[src/common/csf_pkg.sv]
// Constants for the status word and arithmetic datapath block.
// Assumes a single system clock and an active-low asynchronous reset.
`default_nettype none
package csf_pkg;
	// ****************************************
	// Status word bit positions
	// ****************************************
	localparam int unsigned FLG_C = 0;
	localparam int unsigned FLG_Z = 1;
	localparam int unsigned FLG_I = 2;
	localparam int unsigned FLG_D = 3;
	localparam int unsigned FLG_B = 4;
	localparam int unsigned FLG_T = 5;
	localparam int unsigned FLG_V = 6;
	localparam int unsigned FLG_N = 7;
	localparam logic [7:0] PSW_RST = 8'h04;
	// ****************************************
	// Operation codes of the datapath
	// ****************************************
	localparam logic [3:0] OP_NOP = 4'h0;
	localparam logic [3:0] OP_ADC = 4'h1;
	localparam logic [3:0] OP_SBC = 4'h2;
	localparam logic [3:0] OP_MUL = 4'h3;
	localparam logic [3:0] OP_DIV = 4'h4;
	localparam logic [3:0] OP_SEC = 4'h5;
	localparam logic [3:0] OP_CLC = 4'h6;
	localparam logic [3:0] OP_CLD = 4'h7;
	localparam logic [3:0] OP_SED = 4'h8;
	localparam logic [3:0] OP_PSW = 4'h9;
	localparam logic [3:0] OP_IRQW = 4'hA;
	localparam logic [3:0] OP_IRQR = 4'hB;
	// ****************************************
	// Timing
	// ****************************************
	localparam int unsigned CLK_DIV_HS = 2;
	localparam int unsigned IRQ_DELAY = 1;
endpackage : csf_pkg
`default_nettype wire

[src/common/csf_op_if.sv]
// Operation carrier between the core top and its arithmetic unit.
// Assumes both ends run on the same clock.
`timescale 1ns/1ps
`default_nettype none
interface csf_op_if;
	logic [3:0] op;
	logic [7:0] a;
	logic [7:0] b;
	logic cin;
	logic dec;
	logic [7:0] res;
	logic [7:0] res_hi;
	logic c_out;
	logic v_out;
	modport core (output op, a, b, cin, dec, input res, res_hi, c_out, v_out);
	modport alu (input op, a, b, cin, dec, output res, res_hi, c_out, v_out);
endinterface : csf_op_if
`default_nettype wire

[src/hdl/csf_alu.sv]
// Combinational arithmetic unit: binary/BCD add and subtract, multiply,
// divide. Assumes operands are stable while the core samples the result.
`timescale 1ns/1ps
`default_nettype none
module csf_alu (
	// Operation link
	csf_op_if.alu op_if
);
	// ****************************************
	// Binary and BCD arithmetic
	// ****************************************
	logic [8:0] bin_add;
	logic [8:0] bin_sub;
	logic [4:0] lo_a;
	logic [4:0] lo_s;
	logic lo_ac;
	logic lo_sb;
	logic [4:0] hi_a;
	logic [4:0] hi_s;
	logic hi_ac;
	logic hi_sb;
	logic [3:0] lo_ad;
	logic [3:0] lo_sd;
	logic [3:0] hi_ad;
	logic [3:0] hi_sd;
	logic [15:0] prod;
	logic [7:0] quo;
	logic [7:0] rem;
	logic div_ok;
	logic is_add;
	logic is_sub;

	// Binary sums with carry or borrow
	assign bin_add = {1'b0, op_if.a} + {1'b0, op_if.b} + {8'h00, op_if.cin};
	assign bin_sub = {1'b0, op_if.a} - {1'b0, op_if.b} - {8'h00, ~op_if.cin};

	// Decimal nibble adjust, low digit then high digit
	assign lo_a = {1'b0, op_if.a[3:0]} + {1'b0, op_if.b[3:0]} + {4'h0, op_if.cin};
	assign lo_ac = lo_a > 5'h09;
	assign lo_ad = lo_ac ? 4'((lo_a + 5'h06) & 5'h0F) : lo_a[3:0];
	assign hi_a = {1'b0, op_if.a[7:4]} + {1'b0, op_if.b[7:4]} + {4'h0, lo_ac};
	assign hi_ac = hi_a > 5'h09;
	assign hi_ad = hi_ac ? 4'((hi_a + 5'h06) & 5'h0F) : hi_a[3:0];
	assign lo_s = {1'b0, op_if.a[3:0]} - {1'b0, op_if.b[3:0]} - {4'h0, ~op_if.cin};
	assign lo_sb = lo_s[4];
	assign lo_sd = lo_sb ? 4'(lo_s - 5'h06) : lo_s[3:0];
	assign hi_s = {1'b0, op_if.a[7:4]} - {1'b0, op_if.b[7:4]} - {4'h0, lo_sb};
	assign hi_sb = hi_s[4];
	assign hi_sd = hi_sb ? 4'(hi_s - 5'h06) : hi_s[3:0];

	// Multiply and divide take no notice of the mode flags
	assign prod = {8'h00, op_if.a} * {8'h00, op_if.b};
	assign div_ok = op_if.b != 8'h00;
	assign quo = div_ok ? op_if.a / op_if.b : 8'hFF;
	assign rem = div_ok ? op_if.a % op_if.b : op_if.a;

	// Result selection
	assign is_add = op_if.op == csf_pkg::OP_ADC;
	assign is_sub = op_if.op == csf_pkg::OP_SBC;
	assign op_if.res = is_add ? (op_if.dec ? {hi_ad, lo_ad} : bin_add[7:0])
		: is_sub ? (op_if.dec ? {hi_sd, lo_sd} : bin_sub[7:0])
		: (op_if.op == csf_pkg::OP_MUL) ? prod[7:0]
		: (op_if.op == csf_pkg::OP_DIV) ? quo : 8'h00;
	assign op_if.res_hi = (op_if.op == csf_pkg::OP_MUL) ? prod[15:8]
		: (op_if.op == csf_pkg::OP_DIV) ? rem : 8'h00;
	assign op_if.c_out = is_add ? (op_if.dec ? hi_ac : bin_add[8])
		: (op_if.dec ? ~hi_sb : ~bin_sub[8]);
	// Overflow from sign bits, binary mode only is meaningful
	assign op_if.v_out = is_add
		? (op_if.a[7] == op_if.b[7]) && (bin_add[7] != op_if.a[7])
		: (op_if.a[7] != op_if.b[7]) && (bin_sub[7] != op_if.a[7]);
endmodule : csf_alu
`default_nettype wire

[src/hdl/csf_core.sv]
// Core status word, arithmetic sequencing, interrupt request latch and
// internal clock divider. Assumes one instruction request per accepted
// strobe from the decoder on the same clock.
`timescale 1ns/1ps
`default_nettype none
module csf_core #(
	parameter int unsigned IRQ_W = 8
) (
	// Clock and reset
	input wire logic clk_sys_i,
	input wire logic rst_n_i,
	// Instruction request
	input wire logic op_vld_i,
	input wire logic [3:0] op_i,
	input wire logic [7:0] a_i,
	input wire logic [7:0] b_i,
	input wire logic [7:0] psw_wr_i,
	input wire logic [IRQ_W-1:0] irq_wr_i,
	input wire logic [IRQ_W-1:0] irq_set_i,
	input wire logic high_speed_i,
	// Results and state
	output logic [7:0] res_o,
	output logic [7:0] res_hi_o,
	output logic [7:0] processor_status_word_o,
	output logic [IRQ_W-1:0] irq_req_o,
	output logic dec_hazard_o,
	output logic done_o,
	output logic phi_o
);
	// ****************************************
	// Datapath link
	// ****************************************
	csf_op_if op_if ();
	csf_alu u_alu (
		.op_if(op_if)
	);

	// Registers
	logic [7:0] psw_r;
	logic [7:0] psw_nxt;
	logic [7:0] res_r;
	logic [7:0] res_hi_r;
	logic [IRQ_W-1:0] irq_r;
	logic [IRQ_W-1:0] irq_pend_r;
	logic irq_pend_vld_r;
	logic dec_last_r;
	logic haz_r;
	logic done_r;
	logic phi_r;

	// Decoded request classes
	logic [3:0] op_code;
	logic is_arith;
	logic is_muldiv;
	logic is_flag;
	logic is_irq_wr;
	wire logic [IRQ_W-1:0] irq_nxt;

	// ****************************************
	// Operation decoding
	// ****************************************
	// Add and subtract, the two ops with a decimal variant
	function automatic logic op_is_arith(input logic [3:0] code);
		return code == csf_pkg::OP_ADC || code == csf_pkg::OP_SBC;
	endfunction : op_is_arith

	// Multiply and divide, which never touch the status word
	function automatic logic op_is_muldiv(input logic [3:0] code);
		return code == csf_pkg::OP_MUL || code == csf_pkg::OP_DIV;
	endfunction : op_is_muldiv

	// Flag ops that are unsafe right after decimal arithmetic
	function automatic logic op_is_flag(input logic [3:0] code);
		return code == csf_pkg::OP_SEC || code == csf_pkg::OP_CLC
			|| code == csf_pkg::OP_CLD;
	endfunction : op_is_flag

	// An idle strobe is presented to the datapath as a no-op
	assign op_code = op_vld_i ? op_i : csf_pkg::OP_NOP;
	assign is_arith = op_is_arith(op_code);
	assign is_muldiv = op_is_muldiv(op_code);
	assign is_flag = op_is_flag(op_code);
	assign is_irq_wr = op_code == csf_pkg::OP_IRQW;

	// Operands and mode flags towards the arithmetic unit
	assign op_if.op = op_code;
	assign op_if.a = a_i;
	assign op_if.b = b_i;
	assign op_if.cin = psw_r[csf_pkg::FLG_C];
	assign op_if.dec = psw_r[csf_pkg::FLG_D];

	// ****************************************
	// Status word next value
	// ****************************************
	always_comb begin
		psw_nxt = psw_r;
		if (is_arith) begin
			psw_nxt[csf_pkg::FLG_C] = op_if.c_out;
			// Decimal results leave N, V and Z with no defined meaning
			psw_nxt[csf_pkg::FLG_N] = op_if.res[7];
			psw_nxt[csf_pkg::FLG_Z] = op_if.res == 8'h00;
			psw_nxt[csf_pkg::FLG_V] = op_if.v_out;
		end else if (is_muldiv) begin
			// Multiply and divide report through the result only
			psw_nxt = psw_r;
		end else if (op_vld_i) begin
			// Flag ops and status loads; other codes leave the word alone
			unique case (op_i)
				csf_pkg::OP_SEC: psw_nxt[csf_pkg::FLG_C] = 1'b1;
				csf_pkg::OP_CLC: psw_nxt[csf_pkg::FLG_C] = 1'b0;
				csf_pkg::OP_CLD: psw_nxt[csf_pkg::FLG_D] = 1'b0;
				csf_pkg::OP_SED: psw_nxt[csf_pkg::FLG_D] = 1'b1;
				csf_pkg::OP_PSW: psw_nxt = psw_wr_i;
				default: psw_nxt = psw_r;
			endcase
		end
	end

	// Status word register, reset loads I set and every other bit clear
	always_ff @(posedge clk_sys_i or negedge rst_n_i) begin
		if (!rst_n_i) begin
			psw_r <= csf_pkg::PSW_RST;
		end else begin
			psw_r <= psw_nxt;
		end
	end

	// ****************************************
	// Results and completion
	// ****************************************
	// Results of arithmetic, multiply and divide hold until the next one
	always_ff @(posedge clk_sys_i or negedge rst_n_i) begin
		if (!rst_n_i) begin
			res_r <= 8'h00;
			res_hi_r <= 8'h00;
		end else if (is_arith || is_muldiv) begin
			res_r <= op_if.res;
			res_hi_r <= op_if.res_hi;
		end
	end

	// One-cycle completion pulse for every accepted strobe
	always_ff @(posedge clk_sys_i or negedge rst_n_i) begin
		if (!rst_n_i) begin
			done_r <= 1'b0;
		end else begin
			done_r <= op_vld_i;
		end
	end

	// ****************************************
	// Decimal flag hazard
	// ****************************************
	// Remember whether the last accepted op was decimal arithmetic
	always_ff @(posedge clk_sys_i or negedge rst_n_i) begin
		if (!rst_n_i) begin
			dec_last_r <= 1'b0;
		end else if (op_vld_i) begin
			dec_last_r <= is_arith && psw_r[csf_pkg::FLG_D];
		end
	end

	// A flag op right after decimal arithmetic is reported as unreliable
	always_ff @(posedge clk_sys_i or negedge rst_n_i) begin
		if (!rst_n_i) begin
			haz_r <= 1'b0;
		end else begin
			haz_r <= is_flag && dec_last_r;
		end
	end

	// ****************************************
	// Interrupt request bits with write delay
	// ****************************************
	// Written value waits one cycle before it reaches the request bits
	always_ff @(posedge clk_sys_i or negedge rst_n_i) begin
		if (!rst_n_i) begin
			irq_pend_r <= '0;
			irq_pend_vld_r <= 1'b0;
		end else begin
			irq_pend_vld_r <= is_irq_wr;
			irq_pend_r <= irq_wr_i;
		end
	end

	// Per-bit next value; a hardware set wins over a written clear
	for (genvar g = 0; g < IRQ_W; g++) begin : g_irq
		assign irq_nxt[g] = irq_set_i[g]
			| (irq_pend_vld_r ? irq_pend_r[g] : irq_r[g]);
	end

	// Request bits register
	always_ff @(posedge clk_sys_i or negedge rst_n_i) begin
		if (!rst_n_i) begin
			irq_r <= '0;
		end else begin
			irq_r <= irq_nxt;
		end
	end

	// ****************************************
	// Internal clock
	// ****************************************
	// High-speed mode toggles every cycle: half the oscillator rate
	// Outside high-speed mode the phase holds; slower modes are not built
	always_ff @(posedge clk_sys_i or negedge rst_n_i) begin
		if (!rst_n_i) begin
			phi_r <= 1'b0;
		end else if (high_speed_i) begin
			phi_r <= ~phi_r;
		end
	end

	// ****************************************
	// Outputs, each straight from a register
	// ****************************************
	assign res_o = res_r;
	assign res_hi_o = res_hi_r;
	assign processor_status_word_o = psw_r;
	assign irq_req_o = irq_r;
	assign dec_hazard_o = haz_r;
	assign done_o = done_r;
	assign phi_o = phi_r;
endmodule : csf_core
`default_nettype wire

[config.mk]
export PLATFORM = sky130hd
export DESIGN_NAME = csf_core
export DESIGN_NICKNAME = d
export VERILOG_FILES = /design/src/common/csf_pkg.sv /design/src/common/csf_op_if.sv /design/src/hdl/csf_alu.sv /design/src/hdl/csf_core.sv
export SDC_FILE = /design/constraint.sdc
export NUM_CORES = 1
export LEC_CHECK = 0
export BUFFER_PORTS_ARGS = -buffer_cell sky130_fd_sc_hd__buf_2
export CAP_MARGIN = 0
export CORE_UTILIZATION = 45
export CTS_BUF_LIST = sky130_fd_sc_hd__clkbuf_2
export DETAILED_ROUTE_END_ITERATION = 7
export PLACE_DENSITY_LB_ADDON = 0.15
export SETUP_SLACK_MARGIN = 0.02
export SYNTH_ARGS = -nofsm -noshare
export SYNTH_HDL_FRONTEND = slang
export SYNTH_SLANG_ARGS = --single-unit
[constraint.sdc]
create_clock -name clk_sys_i -period 5.3 [get_ports clk_sys_i]
set_input_delay 0.53 -clock clk_sys_i [delete_from_list [all_inputs] [get_ports clk_sys_i]]
set_output_delay 0.53 -clock clk_sys_i [all_outputs]
set_load 0.03 [all_outputs]
==> results of run 1 <==
cells by family (layout without fill, tap and decap cells):
group                    Yosys count  after routing  share of synthesized area, %
AO/OA/AOI/OAI                    229            231                          21.3
XOR/XNOR                          51             51                          6.04
adder cells (fa/ha/maj)          152            152                          30.3
buffers and inverters            129            369                          6.90
flip-flops                        45             45                          15.2
multiplexers                      24             24                          3.47
AND/OR/NAND/NOR                  256            256                          16.8
metal layers:
| metal | vias up | GRT usage, % |
|---|---|---|
| met5 | - | 0 |
| met4 | 0 | 8.96 |
| met3 | 65 | 3.03 |
| met2 | 254 | 51.9 |
| met1 | 3610 | 35.9 |
| li1 | 3622 | - |
worst max-delay path by stage:
stage	depth (start not counted)	endpoint
5_1_grt	56	res_hi_o[7]
6_report	53	res_hi_o[5]
3_5_place_dp	49	res_hi_o[5]
3_3_place_gp	45	res_hi_o[5]
2_1_floorplan	50	res_hi_o[5]
4_1_cts	46	res_hi_o[2]
layout make-up:
type / instances / area (um2)
Tap cell: 216 / 270
Clock buffer: 5 / 25.0
Inverter: 98 / 368
Sequential cell: 45 / 1130
Clock inverter: 3 / 50.0
Fill cell: 1398 / 5870
Multi-Input combinational cell: 714 / 6410
Timing Repair Buffer: 263 / 1820
timing repair:
| item | CTS | global route |
|---|---|---|
| endpoints found under the setup margin | 13 | 18 |
| setup buffers | 25 | 10 |
| endpoints found under the hold margin | 0 | 0 |
| gates cloned | 2 | 0 |
| gates resized for setup | 36 | 42 |
| pin swaps | 33 | 21 |
state kept, by name (all words and copies together), names as in the netlist:
name,count
irq_pend_vld_r,1
res_o,8
phi_o,1
irq_req_o,8
dec_hazard_o,1
done_o,1
res_hi_o,8
dec_last_r,1
irq_pend_r,8
processor_status_word_o,8
stage by stage:
step	util (%)	hold WS, ns	instance area [um2]	setup WS [ns]	TNS [ns]
after floorplan	-	0.234	7720	-5.00	-54.92
after global placement	58.6	0.441	9340	-4.98	-56.35
after detailed placement	58.6	0.451	9340	-5.21	-59.29
after CTS	61.5	0.137	9800	-4.37	-48.11
after global routing	63.2	0.118	10100	-4.99	-55.51
final	63.2	0.115	10100	-4.59	-50.46
cells in the final DEF, fill, tap and decap left out, types with 12 or more instances in the layout:
cell | synthesis | routed
nor2b_1 | 23 | 20
nand2_1 | 62 | 60
a21o_1 | 12 | 12
xnor2_1 | 32 | 29
dfrtp_1 | 44 | 44
buf_2 | 3 | 81
ha_1 | 107 | 96
inv_1 | 98 | 98
fa_1 | 45 | 44
o21ai_0 | 48 | 35
a21oi_1 | 44 | 36
nor2_1 | 79 | 76
nand2b_1 | 16 | 14
a211o_1 | 12 | 12
o21a_1 | 14 | 13
buf_4 | 2 | 170
xor2_1 | 19 | 19
buf_6 | 2 | 12
nor3_1 | 22 | 18
report_power, final:
part	switching, mW	total, mW	internal [mW]
logic	1.08	1.97	0.890
registers	0.0487	0.456	0.407
clock network	0.124	0.208	0.0841
total	1.26	2.64	1.38
worst max-delay path: cells and delay by family:
family	cells	cell delay (ns)
AOI/OAI and AO/OA	18	3.23
and+or+nand+nor	16	2.56
adders and majority gates	7	2.10
buffers and inverters	10	1.29
muxes	2	0.52
==> results_dict.tcl, run 1 <==
set metrics [dict create \
    cp_max_fo 5 \
    place.port_buffers 82 \
    cts.htree.levels 2 \
    grt_overflow 0 \
    period_minus_slack_ns 9.89 \
    clkTransAtPathRegs_ns 0.26 \
    slew_viol_final 0 \
    reg2reg_depth 20 \
    drcViolationCount 0 \
    slowest_delay_ns 0.48 \
    syn-num-nets 1086 \
    start_kind "primary input" \
    synth.cell_area_mm2 0.00740 \
    synth_cells 886 \
    p_per_area_mw_per_mm2 262 \
    core_area_mm2 0.0159 \
    cts_buffer_depth 2 \
    tritoncts "yes" \
    final-hold-violation-count 0 \
    slew_headroom_pct 52.5 \
    crit_arrival_ns 10.25 \
    total_power_mw 2.64 \
    rsz0062_at_grt "true" \
    fin_nets 1327 \
    grt.total_usage_pct 28.8 \
    violations "negative setup slack" \
    dieWidth_um 130 \
    setup_viol 13 \
    grt_pass1_wl_um 37700 \
    drtPass1Iterations 8 \
    yosysMostFrequentCell "ha_1" \
    place_hpwl_um 19200 \
    dr_wl_met2_um 12000 \
    ys_seq_area_share_pct 15.2 \
    final_layout_size_suffix_gt1_share_pct 33.1 \
    routedLengthMet1_um 10300 \
    crit_type "primary input to flop" \
    status "complete, but fails checks" \
    yosys-top-cells-count "ha_1 (107), inv_1 (98), nor2_1 (79), nand2_1 (62), o21ai_0 (48)" \
    dieArea_mm2 0.0170 \
    vias_per_cell 5.62 \
    p_leak_nw 4.85 \
    drt_iter0_drc 501 \
    wl_per_cell_um 18.2 \
    syn_area_per_cell_um2 8.35 \
    clockRootBuffer "clkbuf_2" \
    post-route-period-util_pct 187 \
    rows 46 \
    crit_path_frequent_cell "buf_4" \
    antenna_left 0 \
    pin_count 83 \
    synth.distinct_cells 71 \
    async_flop_share_pct 100 \
    crit_slowest_cell "or4b_4" \
    hold_buffers 0 \
    crit_path_end_kind "flop" \
    max_freq_mhz 101 \
    diodes 0 \
    worstSkewPairLatency_ns 0.43 \
    cts_buffers 5 \
    wirelength_um 24400 \
    clock-sinks 45 \
    grt_pass1_vias 7370 \
    worstSetupStartpoint "b_i[7]" \
    grt_max_degree 46 \
    timing.rr.start "processor_status_word_o[0]" \
    ys_seq_elements 45 \
    via_count 7551 \
    hp-class "primary input to async pin" \
    place_congestion 0.915 \
    rrSetupSlack_ns 0.35 \
    synth_area_leaders "ha_1 (18%), dfrtp_1 (15%), fa_1 (12%)" \
    die_y_um 130 \
    synth-edff-count 0 \
    setup_slack_ns -4.59 \
    antenna_found_initial 0 \
    route.top_layer_used "met4" \
    syn2layout_area_growth_pct 36.0 \
    synth_top_area_share_pct 18.1 \
    yosysTopAreaCell "ha_1" \
    yosysWarnings 0 \
    timing.rr.end "processor_status_word_o[1]" \
    stdcell_count 1344 \
    ir_worst_vdd_mv 0.183 \
    required_ns 5.66 \
    met3_length_um 1260 \
    dp.cells 1301 \
    start_util_pct 46.4 \
    synth_ff_type "dfrtp_1" \
    clock_skew_ns 0.0223 \
    drv_cap 0 \
    tightest_slew_ns 0.713 \
]
Power figures use the tool's default switching activity.
==> run 2: changes to the inputs <==
- PLACE_DENSITY: not set -> 0.62
- PLACE_DENSITY_LB_ADDON: 0.15 -> not set
==> results_dict.tcl, run 2 (synthesis gave the netlist of run 1 again) <==
set metrics [dict create \
    fin_nets 1334 \
    place_congestion 0.890 \
    stdcell_count 1351 \
    total_power_mw 2.59 \
    syn2layout_area_growth_pct 35.1 \
    tightest_slew_ns 0.997 \
    core_area_mm2 0.0159 \
    postLayoutCoreUtil_pct 62.7 \
    status "complete, but fails checks" \
    design_area_mm2 0.0100 \
    clkTransAtPathRegs_ns 0.26 \
    max_freq_mhz 102 \
    violations "negative setup slack" \
    cts_buffers 5 \
    ir_worst_vdd_mv 0.172 \
    grt_pass1_vias 7350 \
    drt_iter0_drc 497 \
    mostFrequentLayoutCells "buf_4 (183), inv_1 (97), ha_1 (95)" \
    p_leak_nw 4.84 \
    rsz0062_at_grt "true" \
    crit_arrival_ns 10.09 \
    die_y_um 130 \
    rows 46 \
    slew_headroom_pct 33.0 \
    setup_viol 13 \
    place_area_mm2 0.00941 \
    antenna_found_initial 1 \
    required_ns 5.62 \
    hp-class "primary input to flop" \
    cts_buffer_depth 2 \
    final_layout_size_suffix_gt1_share_pct 33.0 \
    start_util_pct 46.4 \
    dp.cells 1310 \
    grt_max_degree 46 \
    cts.htree.levels 2 \
    crit_slowest_cell "or4b_4" \
    grt_pass1_wl_um 39000 \
    place.port_buffers 82 \
    antenna_left 0 \
    final-hold-violation-count 0 \
    slew_viol_final 0 \
    pin_count 83 \
    start_kind "primary input" \
    final_common_cell "buf_4" \
    crit_type "primary input to flop" \
    drv_cap 0 \
    drcViolationCount 0 \
    diodes 0 \
    dieWidth_um 130 \
    dieArea_mm2 0.0170 \
    wl_per_cell_um 18.5 \
    crit_path_end_kind "flop" \
    post-route-period-util_pct 184 \
    tritoncts "yes" \
    via_count 7550 \
    place_hpwl_um 19500 \
    slowest_delay_ns 0.47 \
    wirelength_um 25000 \
    p_per_area_mw_per_mm2 259 \
    clockRootBuffer "clkbuf_2" \
    grt.total_usage_pct 30.3 \
    clock-sinks 45 \
    cp_max_fo 5 \
    crit_path_frequent_cell "ha_4" \
    clock_skew_ns 0.0255 \
    worstSkewPairLatency_ns 0.42 \
    period_minus_slack_ns 9.77 \
    vias_per_cell 5.59 \
    setup_slack_ns -4.47 \
    drtPass1Iterations 7 \
    grt_overflow 0 \
]
-- run 2: cell types whose count changed in the layout (fill, tap and decap cells not counted), sizes merged --
cell and delta:
buf +7, clkinvlp +1, bufinv -1
-- run 2: cell type report --
| class | count | area (um2) |
|---|---|---|
| clock buffers | 5 | 25.0 |
| clock inverters | 3 | 25.0 |
| fillers | 1406 | 5940 |
| inverters | 98 | 368 |
| multi-input cells | 714 | 6320 |
| flip-flops and latches | 45 | 1130 |
| well taps | 216 | 270 |
| repair buffers | 270 | 1860 |
-- run 2: path summary, 6_finish.rpt --
| kind | end | cells past startpoint | slack (ns) | from |
|---|---|---|---|---|
| setup / recovery | res_hi_o[4] | 44 | -4.47 | b_i[6] |
| hold / removal | irq_pend_r[5] | 1 | 0.18 | irq_wr_i[5] |
| setup reg to reg | processor_status_word_o[1] | 20 | 0.36 | processor_status_word_o[0] |
| hold reg to reg | irq_req_o[3] | 1 | 0.47 | irq_pend_r[3] |
| max in group asynchronous | res_hi_o[1] | 1 | 4.46 | rst_n_i |
| min in group asynchronous | done_o | 1 | 0.21 | rst_n_i |
-- run 2: metal layers --
| layer | up-vias | global-route usage [%] | routed length (um) | share of wire (%) |
|---|---|---|---|---|
| met5 | - | 0 | 0 | 0 |
| li1 | 3639 | - | - | - |
| met2 | 229 | 53.5 | 12400 | 50 |
| met3 | 39 | 3.65 | 1250 | 5.0 |
| met1 | 3643 | 38.3 | 10800 | 43 |
| met4 | 0 | 9.71 | 593 | 2.4 |
-- run 2: timing repair --
item                                   in CTS  in global routing
buffers inserted                           29                  4
hold buffers                                0                  0
setup endpoints to repair                  13                 16
cloned                                      2                  0
endpoints found under the hold margin       0                  0
resized for setup                          54                  5
pin swaps                                  43                  2
-- run 2: critical path, delay by kind of cell --
family,cells,cell delay [ns]
compound gates,23,4.18
simple gates,8,1.99
fa+ha+maj,7,1.82
mux,4,1.32
buf+inv,2,0.25
-- run 2: per-stage QoR --
| step | hold WS, ns | setup slack [ns] | TNS (ns) |
|---|---|---|---|
| floorplan | 0.234 | -5.00 | -54.92 |
| global placement | 0.440 | -5.05 | -57.51 |
| detailed placement | 0.444 | -5.33 | -60.60 |
| global route | 0.131 | -4.90 | -54.56 |
| CTS | 0.158 | -4.27 | -46.98 |
| finish | 0.183 | -4.47 | -49.39 |
-- run 2: power by group --
group	total, mW	switching [mW]	internal, mW
Sequential	0.463	0.0560	0.407
Combinational	1.96	1.07	0.890
Clock	0.162	0.126	0.0352
Total	2.59	1.26	1.33
==> run 3: changes to the inputs <==
- CORE_UTILIZATION: 45 -> 55
- PLACE_DENSITY: 0.62 -> 0.74
==> results_dict.tcl, run 3 (synthesis gave the netlist of run 1 again) <==
set metrics [dict create \
    mostFrequentLayoutCells "buf_4 (163), inv_1 (98), ha_1 (95)" \
    core_area_mm2 0.0132 \
    hold_end "irq_pend_r[7]" \
    reg2reg_depth 19 \
    via_count 7764 \
    setup_viol 13 \
    clock_skew_ns 0.0321 \
    dp_slack_ns -5.32 \
    tightest_slew_ns 1.01 \
    syn2layout_area_growth_pct 33.7 \
    regArea_mm2 0.00113 \
    place_hpwl_um 18500 \
    die_y_um 118 \
    final-hold-violation-count 0 \
    crit_arrival_ns 10.46 \
    cp_num_buf_inv 4 \
    final_common_cell "buf_4" \
    drv_cap 0 \
    vias_per_cell 5.99 \
    cts_buffers 5 \
    rrSetupSlack_ns 0.31 \
    min_from "irq_wr_i[7]" \
    hp-class "primary input to flop" \
    hold_buffers 0 \
    clkTransAtPathRegs_ns 0.26 \
    rows 42 \
    path_delay_family "compound AO/OA/AOI/OAI gates" \
    antenna_left 0 \
    crit_path_end_kind "flop" \
    dieWidth_um 118 \
    grt_pass1_vias 7718 \
    drtPass1Iterations 5 \
    pin_count 83 \
    p_leak_nw 4.80 \
    crit_type "primary input to flop" \
    wirelength_um 24600 \
    final_layout_size_suffix_gt1_share_pct 32.1 \
    multiInputGateArea_mm2 0.00634 \
    cts.htree.levels 2 \
    antenna_found_initial 0 \
    drt_iter0_drc 674 \
    slowest_delay_ns 0.52 \
    postLayoutCoreUtil_pct 75.0 \
    fin_nets 1320 \
    timing.rr.end "processor_status_word_o[1]" \
    period_minus_slack_ns 10.14 \
    fillers 1003 \
    cts_buffer_depth 2 \
    clockRootBuffer "clkbuf_2" \
    start_kind "primary input" \
    setup_slack_ns -4.84 \
    dieArea_mm2 0.0139 \
    crit_slowest_cell "or4b_4" \
    rsz0062_at_grt "true" \
    grt.total_usage_pct 34.3 \
    grt_max_degree 46 \
    place_congestion 0.959 \
    diodes 0 \
    fin_tns_setup_ns -53.11 \
    p_per_area_mw_per_mm2 260 \
    wl_per_cell_um 19.0 \
    start_util_pct 56.1 \
    worstSkewPairLatency_ns 0.43 \
    slew_viol_final 0 \
    status "complete, but fails checks" \
    grt_pass1_wl_um 38200 \
    violations "negative setup slack" \
    dp.cells 1255 \
    place.port_buffers 82 \
    slew_headroom_pct 33.0 \
    timing.rr.start "processor_status_word_o[0]" \
    ir_worst_vdd_mv 0.212 \
    tritoncts "yes" \
    clock-sinks 45 \
    cp_max_fo 8 \
    stdcell_count 1297 \
    hold-path-cell-count 1 \
    max_freq_mhz 98.6 \
    grt_overflow 0 \
    post-route-period-util_pct 191 \
    required_ns 5.62 \
    drcViolationCount 0 \
]
[run 3: area by class of cell]
class                           instances  area share, %
Inverter                               98           3.72
Clock buffer                            5          0.253
Clock inverter                          3          0.253
Tap cell                              176           2.23
Multi-Input combinational cell        713           64.1
Timing Repair Buffer                  257           18.0
Sequential cell                        45           11.4
[run 3: report_power, final]
part	switching (mW)	total [mW]	internal [mW]
Clock	0.127	0.162	0.0352
Combinational	1.08	1.95	0.867
Sequential	0.0519	0.459	0.407
[run 3: worst max path at each step]
stage / start / endpoint / slack (ns) / depth (start not counted)
2_1_floorplan: b_i[5] / res_hi_o[5] / -5.00 / 50
5_1_grt: b_i[6] / res_hi_o[7] / -5.25 / 48
6_report: b_i[6] / res_hi_o[2] / -4.84 / 48
3_3_place_gp: b_i[5] / res_hi_o[5] / -4.98 / 46
3_5_place_dp: b_i[5] / res_hi_o[7] / -5.32 / 50
4_1_cts: b_i[7] / res_hi_o[2] / -4.57 / 47
[run 3: routing by layer]
layer  global-route usage, %  wire [um]  vias up
met5                       0          0        -
met4                    14.5       1200        0
met3                    5.81       2040      105
met2                    59.2      11900      349
met1                    42.1       9470     3700
li1                        -          -     3610
[run 3: repair_timing]
item,in CTS,in global routing
resized for setup,29,42
pin swaps,30,28
setup endpoints to repair,13,15
gates cloned,1,0
setup buffers,22,15
[run 3: metrics by stage]
| step | cell area, um2 | hold slack (ns) | power, mW |
|---|---|---|---|
| detailed placement | 9250 | 0.446 | 2.22 |
| CTS | 9630 | 0.167 | 2.46 |
| finish | 9890 | 0.175 | 2.57 |
| floorplan | 7720 | 0.234 | 1.68 |
| global placement | 9250 | 0.439 | 2.18 |
| global route | 9890 | 0.126 | 2.76 |
